`config.mk`:
```
export PLATFORM = sky130hd
export DESIGN_NAME = program_backup_save_control
export DESIGN_NICKNAME = d
export VERILOG_FILES = /design/src/rtl/program_backup_save_control.v
export VERILOG_INCLUDE_DIRS = /design/src /design/src/rtl
export SDC_FILE = /design/constraint.sdc
export NUM_CORES = 1
export LEC_CHECK = 0
export BUFFER_PORTS_ARGS = -buffer_cell sky130_fd_sc_hd__buf_2
export CAP_MARGIN = 20
export CORE_ASPECT_RATIO = 0.5
export CORE_MARGIN = 4
export CORE_UTILIZATION = 50
export CTS_CLUSTER_SIZE = 28
export DETAILED_ROUTE_END_ITERATION = 16
export GPL_ROUTABILITY_DRIVEN = 0
export GPL_TIMING_DRIVEN = 0
export PLACE_DENSITY = 0.93
export SYNTH_ARGS = -nofsm -noshare
export SYNTH_HDL_FRONTEND = slang
export SYNTH_SLANG_ARGS = --single-unit
```
`constraint.sdc`:
```
create_clock -name core_clk -period 4.5 [get_ports core_clk]
set_input_delay 0.225 -clock core_clk [delete_from_list [all_inputs] [get_ports core_clk]]
set_output_delay 0.225 -clock core_clk [all_outputs]
set_load 0.03 [all_outputs]
```
`src/rtl/backup_save_regs.vh`:
```
// Register offsets, fields, reset values and limits of the backup save block
`ifndef BACKUP_SAVE_REGS_VH
`define BACKUP_SAVE_REGS_VH
`define OFS_SAVE_CTRL      4'h0
`define OFS_WORD_COUNT     4'h4
`define OFS_SUBST_ADDR     4'h8
`define OFS_CONFIG         4'hc
`define OFS_SAVE_ENV       4'h0
`define BIT_REQ            0
`define BIT_DONE           1
`define BIT_REPORT         2
`define BIT_PROG_VALID     6
`define BIT_WORD_VALID     7
`define CFG_SUBST_EN       16
`define ENV_RUN            0
`define ENV_CART           1
`define MAX_WORDS          16'h03e8
`define MAX_APP_KW         16'h000f
`define COUNT_NONE         16'hffff
`define ERR_NONE           8'h00
`define ERR_SAVE_CFG       8'h01
`define ERR_RETR_RANGE     8'h02
`define ERR_RETR_CFG       8'h03
`define ERR_APP_SIZE       8'h04
`define ERR_RUN            8'h05
`define ERR_CART           8'h06
`define ERR_FLASH          8'h07
`endif

```
`src/rtl/program_backup_save_control.v`:
```
// Save control sequencer with Wishbone registers and flash request handshake
//
// Added by the designer: the Wishbone slave port and the address map.
`timescale 1ns/1ps
`include "backup_save_regs.vh"
module program_backup_save_control (
   input  wire        core_clk,
   input  wire        reset,
   input  wire        wb_cyc_i,
   input  wire        wb_stb_i,
   input  wire        wb_we_i,
   input  wire [3:0]  wb_adr_i,
   input  wire [3:0]  wb_sel_i,
   input  wire [31:0] wb_dat_i,
   output reg  [31:0] wb_dat_o,
   output reg         wb_ack_o,
   input  wire        cold_restart,
   input  wire        run_state,
   input  wire        cartridge_present,
   input  wire [15:0] configured_words,
   input  wire [15:0] app_size_kw,
   input  wire        flash_has_words,
   input  wire [15:0] flash_saved_words,
   input  wire        retrieve_check,
   input  wire [15:0] retrieve_count,
   input  wire [7:0]  subst_module,
   input  wire [7:0]  subst_channel,
   output reg         flash_start,
   output reg  [15:0] flash_word_count,
   output reg         flash_erase_words,
   input  wire        flash_done,
   input  wire        flash_fail,
   output reg         program_backup_valid_flag,
   output reg         word_backup_valid_flag
);
   localparam ST_IDLE  = 2'h0;
   localparam ST_CHECK = 2'h1;
   localparam ST_BUSY  = 2'h2;
   localparam ST_DONE  = 2'h3;

   reg [1:0]  state_ff;
   reg [1:0]  nxt_state;
   reg        req_ff;
   reg        req_prev_ff;
   reg        done_ff;
   reg        done_seen_ff;
   reg        report_ff;
   reg [7:0]  err_code_ff;
   reg [15:0] saved_word_count_ff;
   reg        substitute_input_enable_ff;
   reg [15:0] subst_addr_ff;
   reg [7:0]  nxt_err;
   reg [31:0] nxt_rd_data;

   wire       bus_req  = wb_cyc_i & wb_stb_i & ~wb_ack_o;
   wire       wr_ctrl  = bus_req & wb_we_i & wb_sel_i[0] &
                         (wb_adr_i == `OFS_SAVE_CTRL);
   wire       wr_count = bus_req & wb_we_i &
                         (wb_adr_i == `OFS_WORD_COUNT);
   wire       wr_cfg   = bus_req & wb_we_i & wb_sel_i[2] &
                         (wb_adr_i == `OFS_CONFIG);
   wire       rd_ctrl  = bus_req & ~wb_we_i &
                         (wb_adr_i == `OFS_SAVE_CTRL);
   wire       req_rise = req_ff & ~req_prev_ff;
   wire [15:0] ctrl_word = {err_code_ff,
                            word_backup_valid_flag,
                            program_backup_valid_flag,
                            3'h0,
                            report_ff, done_ff, req_ff};
   wire       cnt_neg  = saved_word_count_ff[15];

   // Individual refusal causes; a save failing any of them never
   // reaches the flash, so the backup already held stays intact
   wire       err_run  = run_state;
   wire       err_cart = cartridge_present;
   wire       err_size = app_size_kw > `MAX_APP_KW;
   wire       err_cfg  = ~cnt_neg &
                         (saved_word_count_ff > configured_words);

   // Retrieve count screening; a negative count shows as the sign bit
   wire       retr_range = retrieve_count[15] |
                           (retrieve_count > `MAX_WORDS);
   wire       retr_cfg   = retrieve_count > configured_words;

   // Error screening, checked in order of severity
   // Only one code can be shown, so the most basic cause wins
   always @* begin
      nxt_err = `ERR_NONE;
      if (err_run)
         nxt_err = `ERR_RUN;
      else if (err_cart)
         nxt_err = `ERR_CART;
      else if (err_size)
         nxt_err = `ERR_APP_SIZE;
      else if (err_cfg)
         nxt_err = `ERR_SAVE_CFG;
   end

   // Sequencer state register
   always @(posedge core_clk or posedge reset) begin
      if (reset)
         state_ff <= ST_IDLE;
      else
         state_ff <= nxt_state;
   end

   // Next state: one check cycle, then wait for flash answer
   always @* begin
      nxt_state = state_ff;
      case (state_ff)
         ST_IDLE: begin
            if (req_rise)
               nxt_state = ST_CHECK;
         end
         ST_CHECK: begin
            if (nxt_err != `ERR_NONE)
               nxt_state = ST_DONE;
            else
               nxt_state = ST_BUSY;
         end
         ST_BUSY: begin
            if (flash_done)
               nxt_state = ST_DONE;
         end
         ST_DONE: nxt_state = ST_IDLE;
         default: nxt_state = ST_IDLE;
      endcase
   end

   // Request bit: software sets it, hardware clears after the edge
   always @(posedge core_clk or posedge reset) begin
      if (reset) begin
         req_ff      <= 1'b0;
         req_prev_ff <= 1'b0;
      end else begin
         req_prev_ff <= req_ff;
         if (state_ff == ST_CHECK)
            req_ff <= 1'b0;
         else if (wr_ctrl)
            req_ff <= wb_dat_i[`BIT_REQ];
      end
   end

   // Report and code land in ST_DONE, one cycle ahead of done
   always @(posedge core_clk or posedge reset) begin
      if (reset) begin
         report_ff   <= 1'b0;
         err_code_ff <= `ERR_NONE;
      end else if (state_ff == ST_CHECK && nxt_err != `ERR_NONE) begin
         report_ff   <= 1'b1;
         err_code_ff <= nxt_err;
      end else if (state_ff == ST_BUSY && flash_done) begin
         report_ff   <= flash_fail;
         err_code_ff <= flash_fail ? `ERR_FLASH : `ERR_NONE;
      end else if (retrieve_check && state_ff == ST_IDLE) begin
         // Retrieve side only reports its count problems here
         if (retr_range) begin
            report_ff   <= 1'b1;
            err_code_ff <= `ERR_RETR_RANGE;
         end else if (retr_cfg) begin
            report_ff   <= 1'b1;
            err_code_ff <= `ERR_RETR_CFG;
         end
      end
   end

   // Completion: set after status, cleared once software read it
   always @(posedge core_clk or posedge reset) begin
      if (reset) begin
         done_ff      <= 1'b0;
         done_seen_ff <= 1'b0;
      end else begin
         if (state_ff == ST_DONE)
            done_ff <= 1'b1;
         else if (done_seen_ff)
            done_ff <= 1'b0;
         if (state_ff == ST_DONE)
            done_seen_ff <= 1'b0;
         else
            done_seen_ff <= done_ff & rd_ctrl;
      end
   end

   // Flash command; words ride with the program, or are erased for a zero or negative count
   always @(posedge core_clk or posedge reset) begin
      if (reset) begin
         flash_start       <= 1'b0;
         flash_word_count  <= 16'h0000;
         flash_erase_words <= 1'b0;
      end else begin
         flash_start <= (state_ff == ST_CHECK) &&
                        (nxt_err == `ERR_NONE);
         if (state_ff == ST_CHECK) begin
            if (cnt_neg || saved_word_count_ff == 16'h0000) begin
               flash_word_count  <= 16'h0000;
               flash_erase_words <= 1'b1;
            end else begin
               // Any positive nonzero count moves the first block in full
               flash_word_count  <= `MAX_WORDS;
               flash_erase_words <= 1'b0;
            end
         end
      end
   end

   // Backup validity flags follow the save outcome
   always @(posedge core_clk or posedge reset) begin
      if (reset) begin
         program_backup_valid_flag <= 1'b0;
         word_backup_valid_flag    <= 1'b0;
      end else if (cold_restart) begin
         program_backup_valid_flag <= 1'b1;
         word_backup_valid_flag    <= flash_has_words;
      end else if (state_ff == ST_BUSY && flash_done) begin
         program_backup_valid_flag <= ~flash_fail;
         word_backup_valid_flag    <= ~flash_fail &
                                      ~flash_erase_words;
      end
   end

   // Byte lanes of the count register, merged before the write so the
   // register keeps a single driver
   wire [15:0] count_wr_data;
   genvar      lane;
   generate
      for (lane = 0; lane < 2; lane = lane + 1) begin : g_count_lane
         assign count_wr_data[8*lane+7:8*lane] =
            wb_sel_i[lane] ? wb_dat_i[8*lane+7:8*lane]
                           : saved_word_count_ff[8*lane+7:8*lane];
      end
   endgenerate

   // Word count register, reloaded on cold restart
   // Cold restart wins over a software write in the same cycle
   always @(posedge core_clk or posedge reset) begin
      if (reset)
         saved_word_count_ff <= `COUNT_NONE;
      else if (cold_restart)
         saved_word_count_ff <= flash_has_words ?
                                flash_saved_words : `COUNT_NONE;
      else if (wr_count)
         saved_word_count_ff <= count_wr_data;
   end

   // Substitute input enable and address; zero while disabled
   always @(posedge core_clk or posedge reset) begin
      if (reset) begin
         substitute_input_enable_ff <= 1'b0;
         subst_addr_ff              <= 16'h0000;
      end else begin
         if (wr_cfg)
            substitute_input_enable_ff <= wb_dat_i[`CFG_SUBST_EN];
         if (substitute_input_enable_ff)
            subst_addr_ff <= {subst_module, subst_channel};
         else
            subst_addr_ff <= 16'h0000;
      end
   end

   // Read data chosen from the address; unmapped offsets read zero
   always @* begin
      nxt_rd_data = 32'h00000000;
      case (wb_adr_i)
         `OFS_SAVE_CTRL:  nxt_rd_data = {16'h0000, ctrl_word};
         `OFS_WORD_COUNT: nxt_rd_data = {16'h0000, saved_word_count_ff};
         `OFS_SUBST_ADDR: nxt_rd_data = {16'h0000, subst_addr_ff};
         `OFS_CONFIG:     nxt_rd_data = {15'h0000,
                                         substitute_input_enable_ff,
                                         14'h0000, cartridge_present,
                                         run_state};
         default:         nxt_rd_data = 32'h00000000;
      endcase
   end

   // Wishbone slave: one registered ack per request, a cycle after it, unmapped offsets acked too
   // Data is zero outside the ack cycle so stale status never leaks
   always @(posedge core_clk or posedge reset) begin
      if (reset) begin
         wb_ack_o <= 1'b0;
         wb_dat_o <= 32'h00000000;
      end else begin
         wb_ack_o <= bus_req;
         if (bus_req && !wb_we_i)
            wb_dat_o <= nxt_rd_data;
         else
            wb_dat_o <= 32'h00000000;
      end
   end
endmodule

```
* Word-level counts from Yosys, hierarchy flattened
Cells that the tools add are included.
** Cells by class
- Add/sub/neg operators :: 0
- Multipliers :: 0
- Divide/modulo/power cells :: 0
- Order comparisons :: 4
- Equality and inequality tests :: 8
- Shift operators :: 0
- Mux-type cells :: 38
- Bitwise gates (word level) :: 21
- Reduce and logical (&&, ||, !) cells :: 24
** Operator list (number)
- 17-bit case mux with 4 select lines :: 1
- 16-bit two-way mux :: 4
- 8-bit two-way mux :: 7
- 16-bit > comparator :: 2
- 1-bit two-way mux :: 17
- 17-bit two-way mux :: 1
- 16-bit by 10-bit > comparator with 1-bit output, second input constant :: 1
- 16-bit by 4-bit > comparator with 1-bit output, second input constant :: 1
- 16-bit zero test :: 1
- 1-bit AND :: 14
- 3-bit two-way mux :: 4
- 2-bit nonzero test :: 6
- 10-bit two-way mux :: 1
- 4-bit equality test, second input constant :: 2
- 8-bit zero test :: 1
- 2-bit case mux with 4 select lines :: 1
- 2-bit AND reduction :: 4
- 8-bit nonzero test :: 1
- 1-bit NOT :: 6
- 1-bit logical AND :: 5
- 2-bit equality test, second input constant :: 2
- 4-bit by 3-bit equality test with 1-bit output, second input constant :: 1
- 4-bit zero test :: 1
- 2-bit two-way mux :: 2
- 8 further kinds :: 9
** Storage, ports and cells
- Register bits :: 101
- Bits in latches :: 0
- RAM bits :: 0
- Memory bits (read-only) :: 0
- Output and inout port bits :: 53
- Memories :: 0

* Longest topological paths before layout
Gate-level depths: netlist of the first run.
- Depth in word-level cells :: 10
- Gate-level depth with buffers :: 8
- Depth with buffers taken out :: 8

* Worst setup path before layout of the first run
No wires, ideal clock.
- Path kind :: flip-flop to flip-flop
- Start point :: register saved_word_count_ff[14]
- End point :: register err_code_ff[2]
- Arrival :: 2227 ps
- Data required time :: 4380 ps
- Path slack :: 2154 ps
- Cell stages (with the launch flop) :: 8
- Path through :: dfstp_2 ha_1 a21oi_2 nand2_1 a221o_1 o31a_1 or4_1 and3_1
** Between the ends
- Word-level cells in the longest chain between the ends :: 10
** Ends and longest elaborated chain
- start: declaration :: line program_backup_save_control.v:49 : reg [15:0] saved_word_count_ff;
- start signal: assignment :: line program_backup_save_control.v:237 : saved_word_count_ff <= `COUNT_NONE;
- start signal: assignment :: line program_backup_save_control.v:239 : saved_word_count_ff <= flash_has_words ?
- start signal: assignment :: line program_backup_save_control.v:242 : saved_word_count_ff <= count_wr_data;
- 16-bit > comparator * :: line program_backup_save_control.v:78 : (saved_word_count_ff > configured_words);
- 1-bit AND * :: line program_backup_save_control.v:77 : wire err_cfg = ~cnt_neg &
- 1-bit two-way mux * :: line program_backup_save_control.v:95 : else if (err_cfg)
- 3-bit two-way mux * :: line program_backup_save_control.v:93 : else if (err_size)
- 3-bit two-way mux * :: line program_backup_save_control.v:91 : else if (err_cart)
- 3-bit two-way mux * :: line program_backup_save_control.v:89 : if (err_run)
- 8-bit nonzero test (no source line) *
- 1-bit logical AND (no source line) *
- 4-bit nonzero test (no source line) or 3-bit nonzero test (tied branches)
- 2-bit AND reduction (no source line)
- end signal: assignment :: line program_backup_save_control.v:148 : err_code_ff <= `ERR_NONE;
- end signal: assignment :: line program_backup_save_control.v:151 : err_code_ff <= nxt_err;
- end signal: assignment :: line program_backup_save_control.v:154 : err_code_ff <= flash_fail ? `ERR_FLASH : `ERR_NONE;
- end: declaration :: line program_backup_save_control.v:48 : reg [7:0] err_code_ff;
Every way passes the cells marked *; elsewhere a longest branch is shown, timed or not.
A chain may end at the register's enable or synchronous reset.

* Final worst setup path of the first run
- Start point :: register saved_word_count_ff[15]
- End point :: register report_ff
** Between the ends
- Word-level cells in the longest chain between the ends :: 10
** Ends and longest elaborated chain
- 16-bit > comparator or 1-bit NOT (tied branches) :: line program_backup_save_control.v:78, program_backup_save_control.v:77
- 1-bit AND * :: line program_backup_save_control.v:77
- 1-bit two-way mux * :: line program_backup_save_control.v:95
- 3-bit two-way mux * :: line program_backup_save_control.v:93
- 3-bit two-way mux * :: line program_backup_save_control.v:91
- 3-bit two-way mux * :: line program_backup_save_control.v:89
- 8-bit nonzero test (no source line) *
- 1-bit logical AND (no source line) *
- 4-bit nonzero test (no source line) or 3-bit nonzero test (tied branches)
- 2-bit AND reduction (no source line)
- end signal: assignment :: line program_backup_save_control.v:153 : report_ff <= flash_fail;
- end: declaration :: line program_backup_save_control.v:47 : reg report_ff;
Marks and branches as above.

==> results of run 1 <==
## metrics by stage
step                power (mW)  instance area, µm²
finish                   2.067                5084
global route             2.154                5084
CTS                      2.059                5084
detailed placement       1.291                4755
global placement         1.268                4735
floorplan                1.109                3919
## critical path: stages, from the launching register on
cell and delay (ps):
dfstp_2 610, ha_1 280, nand4_1 160, nor2_1 70, a221o_1 310, o31a_1 300
o21ai_0 460, o21ai_0 190
## power breakdown
group / internal [mW] / switching [mW]
Sequential: 0.668 / 0.0800
Combinational: 0.227 / 0.340
Clock: 0.486 / 0.266
Total: 1.38 / 0.686
## cell usage in the layout, fill, tap and decap left out, types with 2 or more instances in the layout
cell / count
nor3_1: 5
nand2b_1: 3
dfstp_2: 16
ha_1: 37
nor4_1: 9
buf_2: 139
bufinv_16: 2
or4_1: 2
nand4_1: 5
clkbuf_16: 9
conb_1: 25
a31oi_1: 3
a32oi_1: 2
o211ai_1: 2
and2_1: 18
clkbuf_1: 10
o21ai_0: 25
a21o_1: 3
mux2i_1: 2
nor2_1: 20
a21boi_0: 2
and4_1: 3
nor2b_1: 3
nand3_1: 6
nand2_1: 38
inv_1: 25
a21oi_1: 25
dfrtp_1: 50
o22ai_1: 16
buf_4: 30
a22oi_1: 17
a221o_1: 2
and3_1: 4
o31a_1: 3
## how the worst max path moves through the flow
stage,endpoint,slack [ps],cells after the start
after floorplan,err_code_ff[2],2150,7
after global placement,err_code_ff[0],2000,2
after detailed placement,err_code_ff[2],2010,7
after CTS,state_ff[0],1990,7
after global routing,report_ff,1840,7
final,report_ff,1970,7
## timing repair
| item | CTS | global route |
|---|---|---|
| hold endpoints to repair | 3 | 0 |
| buffers inserted | 0 | 0 |
| gates resized for setup | 0 | 0 |
| hold buffers | 1 | 0 |
## final cells by class
type	instances	area, µm²	area share
inverters	26	97.59	0.01920
multi-input cells	294	1891	0.3719
well taps	96	120.1	0.02363
clock buffers	10	229.0	0.04504
clock inverters	6	90.09	0.01772
plain buffers	39	259.0	0.05095
repair buffers	141	725.7	0.1428
flip-flops and latches	66	1672	0.3288
## registers in the layout, summed over array words and instances (netlist names)
name / flops
wb_dat_o: 17
saved_word_count_ff: 16
subst_addr_ff: 16
err_code_ff: 3
state_ff: 2
done_ff: 1
done_seen_ff: 1
flash_erase_words: 1
flash_start: 1
flash_word_count: 1
program_backup_valid_flag: 1
report_ff: 1
req_ff: 1
req_prev_ff: 1
substitute_input_enable_ff: 1
wb_ack_o: 1
word_backup_valid_flag: 1
## cell families after synthesis
family	count (synthesis)	synth area share
AO/OA/AOI/OAI	108	0.1771
flip-flops	66	0.4366
buffers and inverters	65	0.09314
AND/OR/NAND/NOR	121	0.1631
multiplexers	3	0.008170
adder cells (fa/ha/maj)	37	0.1209
other	1	0.0009795
## metal layers
layer,vias up,track usage
met5,-,0
met3,39,0.08058
li1,1745,-
met4,0,0.08498
met2,246,0.4073
met1,1733,0.3090
==> results.py, run 1 <==
metrics = {
    "drt": {
        "detailroute.wirelength.met3_mm": 1.380,
        "routed_wirelength_mm": 11.37,
        "final_antenna_net_count": 0,
        "drtIter0Drc": 342,
        "met2RoutedLength_mm": 5.340,
        "wl_per_cell_um": 16.77,
        "drc": 0,
        "drt_pass1_iterations": 5,
        "vias_per_cell": 5.550,
        "routedLengthMet1_mm": 4.344,
        "num_vias": 3763,
        "dr.max_layer_used": "met4",
    },
    "clock_tree": {
        "clock_insertion_delay_worst_skew_ps": 340,
        "ctsLongestPathBuffers": 2,
        "numCtsBuffers": 9,
        "cts_max_level": 3,
        "cts.sinks": 66,
        "clk_transition_reported_paths_ps": 60,
        "clock_tree_from_tritoncts": "built",
        "root_buffer": "clkbuf_16",
    },
    "global_route": {
        "first_global_vias": 3724,
        "grt_max_degree": 36,
        "global_route.usage.total": 0.2471,
        "antenna_found_initial": 0,
        "globalRouteOverflowTotal": 0,
        "grt_first_pass_wirelength_mm": 18.17,
    },
    "yosys": {
        "synth_ff_type": "dfrtp_1",
        "synth_warnings": 0,
        "synth.top_cells.by_area": "dfrtp_1, ha_1, dfstp_2",
        "dominant_cell_by_count_in_the_synthesized_netlist": "dfrtp_1",
        "synth-edff-count": 0,
        "synth_top_cells_by_count": "dfrtp_1, nand2_1, ha_1",
        "portion_of_the_post_synthesis_area_used_by_sequential_elements": 0.4366,
        "unique_masters_post_synth": 45,
        "synth.avg_cell_area_um2": 9.548,
        "synth.top_cell.area_share": 0.3268,
        "post-synth-top-area-cell": "dfrtp_1",
        "synth_area_mm2": 0.003829,
        "postSynthCellCount": 401,
        "synth-seq-cells": 66,
        "share_of_flip_flops_with_an_asynchronous_set_or_reset_after_synthesis": 1.000,
    },
    "power": {
        "irDropWorstVdd_mv": 0.1702,
        "leakagePower_nw": 2.629,
        "power_density_mw_per_mm2": 406.6,
    },
    "timing": {
        "worst_slew_pin_slew_ps": 855.1,
        "timing_max_transition_violations_final": 0,
        "fin_hold_ws_ps": 94.43,
        "grt_setup_unrepaired": "no",
        "worst_slack_ps": 1972,
        "maxSlewHeadroom": 0.4284,
        "fmaxAchievable_mhz": 395.6,
        "count_of_final_setup_violators": 0,
        "finalCritPeriodShare": 0.5618,
        "fin_crit_period_ps": 2528,
        "timing.clock.skew_ps": 8.882,
        "report.final.hold_viol_count": 0,
        "totalNegativeSetupSlack_ps": 0,
    },
    "setup_path": {
        "rr_endpoint": "report_ff",
        "worst-endpoint-required_ps": 4680,
        "r2r_start": "saved_word_count_ff[15]",
        "crit_path_start_kind": "flip-flop",
        "critical_path.startpoint": "saved_word_count_ff[15]",
        "cp_data_arrival_time_ps": 2710,
        "worst-r2r-setup-slack_ps": 1970,
        "worst_setup_path_end_kind": "flip-flop",
        "worstPathMaxFanout": 5,
        "crit_path_category": "reg -> reg",
        "worst_r2r_path_depth": 7,
    },
    "die": {
        "die_w_um": 131.8,
        "dieArea_mm2": 0.009206,
        "core_area_mm2": 0.007377,
        "die-height_um": 69.88,
        "num_io_pins": 185,
        "floorplan.initialDensity": 0.5190,
        "rows": 22,
    },
    "run_status": {
        "status": "finished clean",
    },
    "final_layout": {
        "syn2layout_area_growth_pct": 32.78,
        "finish.net_count": 746,
        "utilization": 0.6891,
        "num-fill-cells": 497,
        "diodes": 0,
        "final_layout_size_suffix_gt1_frac": 0.3557,
        "final_standard_cell_count_with_taps_included_and_fillers_excluded": 678,
    },
    "hold_path": {
        "min_path_cells": 2,
        "worst_case_hold_path_end_point": "done_seen_ff",
        "holdCritPathClass": "in -> reg",
        "hold_start": "wb_we_i",
    },
    "run": {
        "max-cap-violations": 0,
    },
    "place": {
        "numPlacedInstances": 661,
        "detailedPlace.worstSlack_ps": 2005,
        "dp_hpwl_mm": 8.407,
        "port_buffers": 139,
    },
}
Note: power is estimated with default switching activity, not from simulation.
==> inputs of run 2 (changes only) <==
Settings changed: CORE_UTILIZATION 50 to 47, PLACE_DENSITY 0.93 to 0.88.
Clock period 4.5 ns to 2.4 ns, I/O delays scaled along.
==> results.py, run 2 (synthesis gave the netlist of run 1 again) <==
metrics = {
    "setup_path": {
        "worst-endpoint-required_ps": 2620,
        "worst-r2r-setup-slack_ps": 10,
        "critical_path.startpoint": "saved_word_count_ff[5]",
        "crit_path_start_kind": "flip-flop",
        "worstPathMaxFanout": 5,
        "cp_data_arrival_time_ps": 2610,
        "crit_path_category": "reg -> reg",
        "worst_r2r_path_depth": 7,
        "rr_endpoint": "err_code_ff[2]",
        "crit_end": "err_code_ff[2]",
        "worst_setup_path_end_kind": "flip-flop",
        "r2r_start": "saved_word_count_ff[5]",
    },
    "power": {
        "leakagePower_nw": 2.703,
        "irDropWorstVdd_mv": 0.3621,
        "power_density_mw_per_mm2": 715.0,
        "power_mw": 3.771,
    },
    "global_route": {
        "globalRouteOverflowTotal": 0,
        "antenna_found_initial": 0,
        "grt_first_pass_wirelength_mm": 19.22,
        "first_global_vias": 3965,
        "global_route.usage.total": 0.2533,
        "grt_max_degree": 42,
    },
    "clock_tree": {
        "numCtsBuffers": 9,
        "clock_tree_from_tritoncts": "built",
        "ctsLongestPathBuffers": 2,
        "root_buffer": "clkbuf_16",
        "cts.sinks": 66,
        "clk_transition_reported_paths_ps": 60,
        "cts_max_level": 3,
        "clock_insertion_delay_worst_skew_ps": 330,
    },
    "drt": {
        "vias_per_cell": 5.562,
        "drt_pass1_iterations": 5,
        "drtIter0Drc": 468,
        "drc": 0,
        "routed_wirelength_mm": 12.67,
        "final_antenna_net_count": 0,
        "num_vias": 3949,
        "wl_per_cell_um": 17.85,
    },
    "final_layout": {
        "finish.net_count": 766,
        "final_layout_size_suffix_gt1_frac": 0.3837,
        "diodes": 0,
        "utilization": 0.6917,
        "syn2layout_area_growth_pct": 37.75,
        "largest_reg_flops": 17,
        "mostFrequentLayoutCells": "buf_2, dfrtp_1, buf_4",
        "final_common_cell": "buf_2",
        "largest-register": "wb_dat_o",
        "largestRegisters": "wb_dat_o (17), saved_word_count_ff (16), subst_addr_ff (16)",
        "num-fill-cells": 545,
        "stdcell_area_mm2": 0.005274,
    },
    "timing": {
        "fin_hold_ws_ps": 4.458,
        "fin_crit_period_ps": 2390,
        "report.final.hold_viol_count": 0,
        "finalCritPeriodShare": 0.9957,
        "worst_slew_pin_slew_ps": 931.1,
        "totalNegativeSetupSlack_ps": 0,
        "timing.clock.skew_ps": 4.942,
        "fmaxAchievable_mhz": 418.5,
        "maxSlewHeadroom": 0.3776,
        "timing_max_transition_violations_final": 0,
        "count_of_final_setup_violators": 0,
    },
    "hold_path": {
        "holdCritPathClass": "in -> reg",
    },
    "place": {
        "dp_hpwl_mm": 8.881,
        "placedInstanceArea_mm2": 0.004770,
        "port_buffers": 139,
    },
    "die": {
        "die_w_um": 135.6,
        "die-height_um": 71.82,
        "num_io_pins": 185,
        "rows": 22,
        "floorplan.initialDensity": 0.5021,
        "dieArea_mm2": 0.009742,
        "core_area_mm2": 0.007625,
    },
    "run_status": {
        "status": "finished clean",
    },
    "run": {
        "max-cap-violations": 0,
    },
}
[run 2: worst max-delay path, stage by stage (launching register included)]
cell	delay, ps
dfstp_2	550
ha_1	250
a21oi_2	170
o21ai_0	100
a221o_1	310
o31a_1	310
or4_1	420
and3_1	180
[run 2: how the worst min path moves through the flow]
| stage | start | to | slack [ps] | cells past startpoint |
|---|---|---|---|---|
| 6_report | subst_channel[2] | subst_addr_ff[2] | 4 | 2 |
| 4_1_cts | subst_channel[2] | subst_addr_ff[2] | 0.4 | 2 |
| 3_3_place_gp | wb_we_i | done_seen_ff | 320 | 2 |
| 2_1_floorplan | wb_we_i | done_seen_ff | 190 | 1 |
| 3_5_place_dp | wb_we_i | done_seen_ff | 330 | 2 |
| 5_1_grt | subst_module[5] | subst_addr_ff[13] | 6 | 2 |
[run 2: where the power goes]
part	internal (mW)	switching [mW]	leakage [nW]
combinational	0.480	0.687	1.74
sequential	1.25	0.138	0.830
clock	0.704	0.510	0.132
total	2.44	1.33	2.70
[run 2: routing by layer]
metal | wire length [µm] | vias up | GRT usage
li1 | - | 1781 | -
met1 | 4677 | 1815 | 0.3075
met2 | 5948 | 291 | 0.4273
met3 | 1441 | 62 | 0.06522
met4 | 603 | 0 | 0.1184
met5 | 0 | - | 0
[run 2: through the flow]
stage / std cells / worst slack (ps)
after floorplan: 425 / 53.82
after global routing: 710 / -44.42
after detailed placement: 673 / -127.8
final: 710 / 10.36
after CTS: 706 / 40.56
after global placement: 672 / -63.77
[run 2: final cells by class]
class,count,area (µm²),share of cell area
inverter,26,97.59,0.01851
multi-input combinational,294,1944,0.3687
clock buffer,9,225.2,0.04270
sequential,66,1672,0.3170
buffer,39,259.0,0.04911
clock inverter,7,55.05,0.01044
timing repair buffer,161,885.9,0.1680
tap,108,135.1,0.02562
[run 2: repair_timing]
action                                  CTS  global route
endpoints found under the hold margin    38             0
gates resized for setup                   1             8
pin swaps                                 3             5
setup buffers                            12             4
hold buffers                              5             0
endpoints found under the setup margin    4             4
cloned                                    0             0
==> inputs of run 3 (changes only) <==
Settings changed: CORE_ASPECT_RATIO 0.5 to 0.6.
==> results.py, run 3 (synthesis gave the netlist of run 1 again) <==
metrics = {
    "final_layout": {
        "num-fill-cells": 626,
        "mostFrequentLayoutCells": "buf_2, dfrtp_1, buf_4",
        "final_standard_cell_count_with_taps_included_and_fillers_excluded": 709,
        "diodes": 0,
        "final_common_cell": "buf_2",
        "seqCellArea_mm2": 0.001672,
        "stdcell_area_mm2": 0.005349,
        "finish.net_count": 765,
        "final_layout_size_suffix_gt1_frac": 0.3927,
        "largest-register": "wb_dat_o",
        "largestRegisters": "wb_dat_o (17), saved_word_count_ff (16), subst_addr_ff (16)",
        "multi_input_gate_area_in_the_final_layout_mm2": 0.001992,
        "syn2layout_area_growth_pct": 39.71,
        "largest_reg_flops": 17,
    },
    "place": {
        "port_buffers": 139,
        "placedInstanceArea_mm2": 0.004770,
        "numPlacedInstances": 673,
        "dp_hpwl_mm": 9.790,
    },
    "power": {
        "power.switching_fraction": 0.3342,
        "power_density_mw_per_mm2": 744.7,
        "p_seq_frac": 0.347,
        "p_int_mw": 2.652,
        "power_mw": 3.983,
        "irDropWorstVdd_mv": 0.3567,
        "leakagePower_nw": 2.731,
        "power.clock.fraction": 0.350,
        "power_frac_comb": 0.303,
        "power.net_switching_mw": 1.331,
    },
    "clock_tree": {
        "root_buffer": "clkbuf_16",
        "numCtsBuffers": 9,
        "cts_max_level": 3,
        "clock_insertion_delay_worst_skew_ps": 330,
        "ctsLongestPathBuffers": 2,
        "clock_tree_from_tritoncts": "built",
        "clk_transition_reported_paths_ps": 60,
        "cts.sinks": 66,
    },
    "global_route": {
        "first_global_vias": 3909,
        "antenna_found_initial": 0,
        "globalRouteOverflowTotal": 0,
        "grt_max_degree": 47,
        "global_route.usage.total": 0.2604,
        "grt_first_pass_wirelength_mm": 19.77,
    },
    "timing": {
        "count_of_final_setup_violators": 1,
        "timing_max_transition_violations_final": 0,
        "finalCritPeriodShare": 1.005,
        "totalNegativeSetupSlack_ps": -13.16,
        "worst_slew_pin_slew_ps": 1055,
        "timing.clock.skew_ps": 7.167,
        "maxSlewHeadroom": 0.2945,
        "fmaxAchievable_mhz": 414.4,
        "fin_crit_period_ps": 2413,
        "fin_hold_ws_ps": 6.676,
        "report.final.hold_viol_count": 0,
        "worst_slack_ps": -13.16,
    },
    "setup_path": {
        "worst_setup_path_end_kind": "flip-flop",
        "worst-endpoint-required_ps": 2620,
        "crit_path_category": "reg -> reg",
        "worstPathMaxFanout": 3,
        "cp_data_arrival_time_ps": 2630,
        "crit_path_start_kind": "flip-flop",
        "critical_path.startpoint": "saved_word_count_ff[13]",
        "r2r_start": "saved_word_count_ff[13]",
    },
    "hold_path": {
        "holdCritPathClass": "in -> reg",
        "hold_start": "subst_channel[5]",
    },
    "run_status": {
        "violations": "setup timing",
        "status": "finished with violations",
    },
    "drt": {
        "vias_per_cell": 5.580,
        "wl_per_cell_um": 18.80,
        "drc": 0,
        "final_antenna_net_count": 0,
        "drtIter0Drc": 326,
        "drt_pass1_iterations": 5,
        "num_vias": 3956,
        "routed_wirelength_mm": 13.33,
    },
    "die": {
        "floorplan.initialDensity": 0.4838,
        "die_w_um": 124.5,
        "num_io_pins": 185,
        "core_area_mm2": 0.007914,
        "die-height_um": 77.91,
        "rows": 25,
        "dieArea_mm2": 0.009701,
    },
    "run": {
        "max-cap-violations": 0,
    },
}
[run 3: cell types whose count changed in the layout (fill, tap and decap cells not counted), sizes merged]
cell	previous run	this run
inv	27	29
clkinvlp	2	0
buf	186	187
bufinv	0	1
clkbuf	18	20
clkinv	4	1
dlygate4sd3	5	3
[run 3: path summary, 6_finish.rpt]
path | slack [ps] | cells after the start | endpoint
max reg2reg | -10 | 10 | err_code_ff[2]
min | 7 | 2 | subst_addr_ff[5]
min reg2reg | 460 | 0 | req_prev_ff
max in group asynchronous | 1390 | 4 | saved_word_count_ff[7]
min in group asynchronous | 350 | 3 | wb_dat_o[5]
max | -10 | 10 | err_code_ff[2]
[run 3: stage by stage]
stage                       util  setup WS (ps)
after floorplan                -          53.82
after global placement    0.6002         -71.54
after detailed placement  0.6027         -118.6
after CTS                 0.6656          4.126
after global routing      0.6759         -120.9
final                     0.6759         -13.16
[run 3: area by class of cell]
type / instances / area share
Buffer: 39 / 0.04842
Clock buffer: 11 / 0.04936
Clock inverter: 5 / 0.01053
Inverter: 26 / 0.01825
Multi-Input combinational cell: 294 / 0.3724
Sequential cell: 66 / 0.3125
Tap cell: 108 / 0.02526
Timing Repair Buffer: 160 / 0.1633
[run 3: what timing repair did]
| item | 4_1_cts | 5_1_grt |
|---|---|---|
| hold buffers | 3 | 0 |
| hold endpoints to repair | 17 | 0 |
| setup endpoints to repair | 3 | 5 |
| resized for setup | 5 | 8 |
| cloned | 0 | 0 |
| setup buffers | 13 | 4 |
| pin swaps | 7 | 8 |
[run 3: power groups by stage]
stage | combinational, mW | sequential [mW] | clock (mW)
4_1_cts | 1.13 | 1.37 | 1.40
3_3_place_gp | 0.992 | 1.39 | 0
5_1_grt | 1.31 | 1.39 | 1.46
3_5_place_dp | 1.06 | 1.40 | 0
2_1_floorplan | 0.692 | 1.39 | 0
6_report | 1.21 | 1.38 | 1.39
[run 3: routing by layer]
metal / share of wire / up-vias / track usage
met3: 0.11 / 23 / 0.09835
met2: 0.47 / 248 / 0.4267
met5: 0 / - / 0
li1: - / 1787 / -
met1: 0.40 / 1898 / 0.3275
met4: 0.014 / 0 / 0.06455
[run 3: worst max-delay path, cell delays in order (launching register included)]
cell,delay (ps)
dfstp_2,590
ha_4,160
nand4_1,110
buf_4,160
nor4_2,190
a21boi_0,340
o31a_1,230
buf_4,130
buf_4,120
a32oi_2,110
and3_4,180
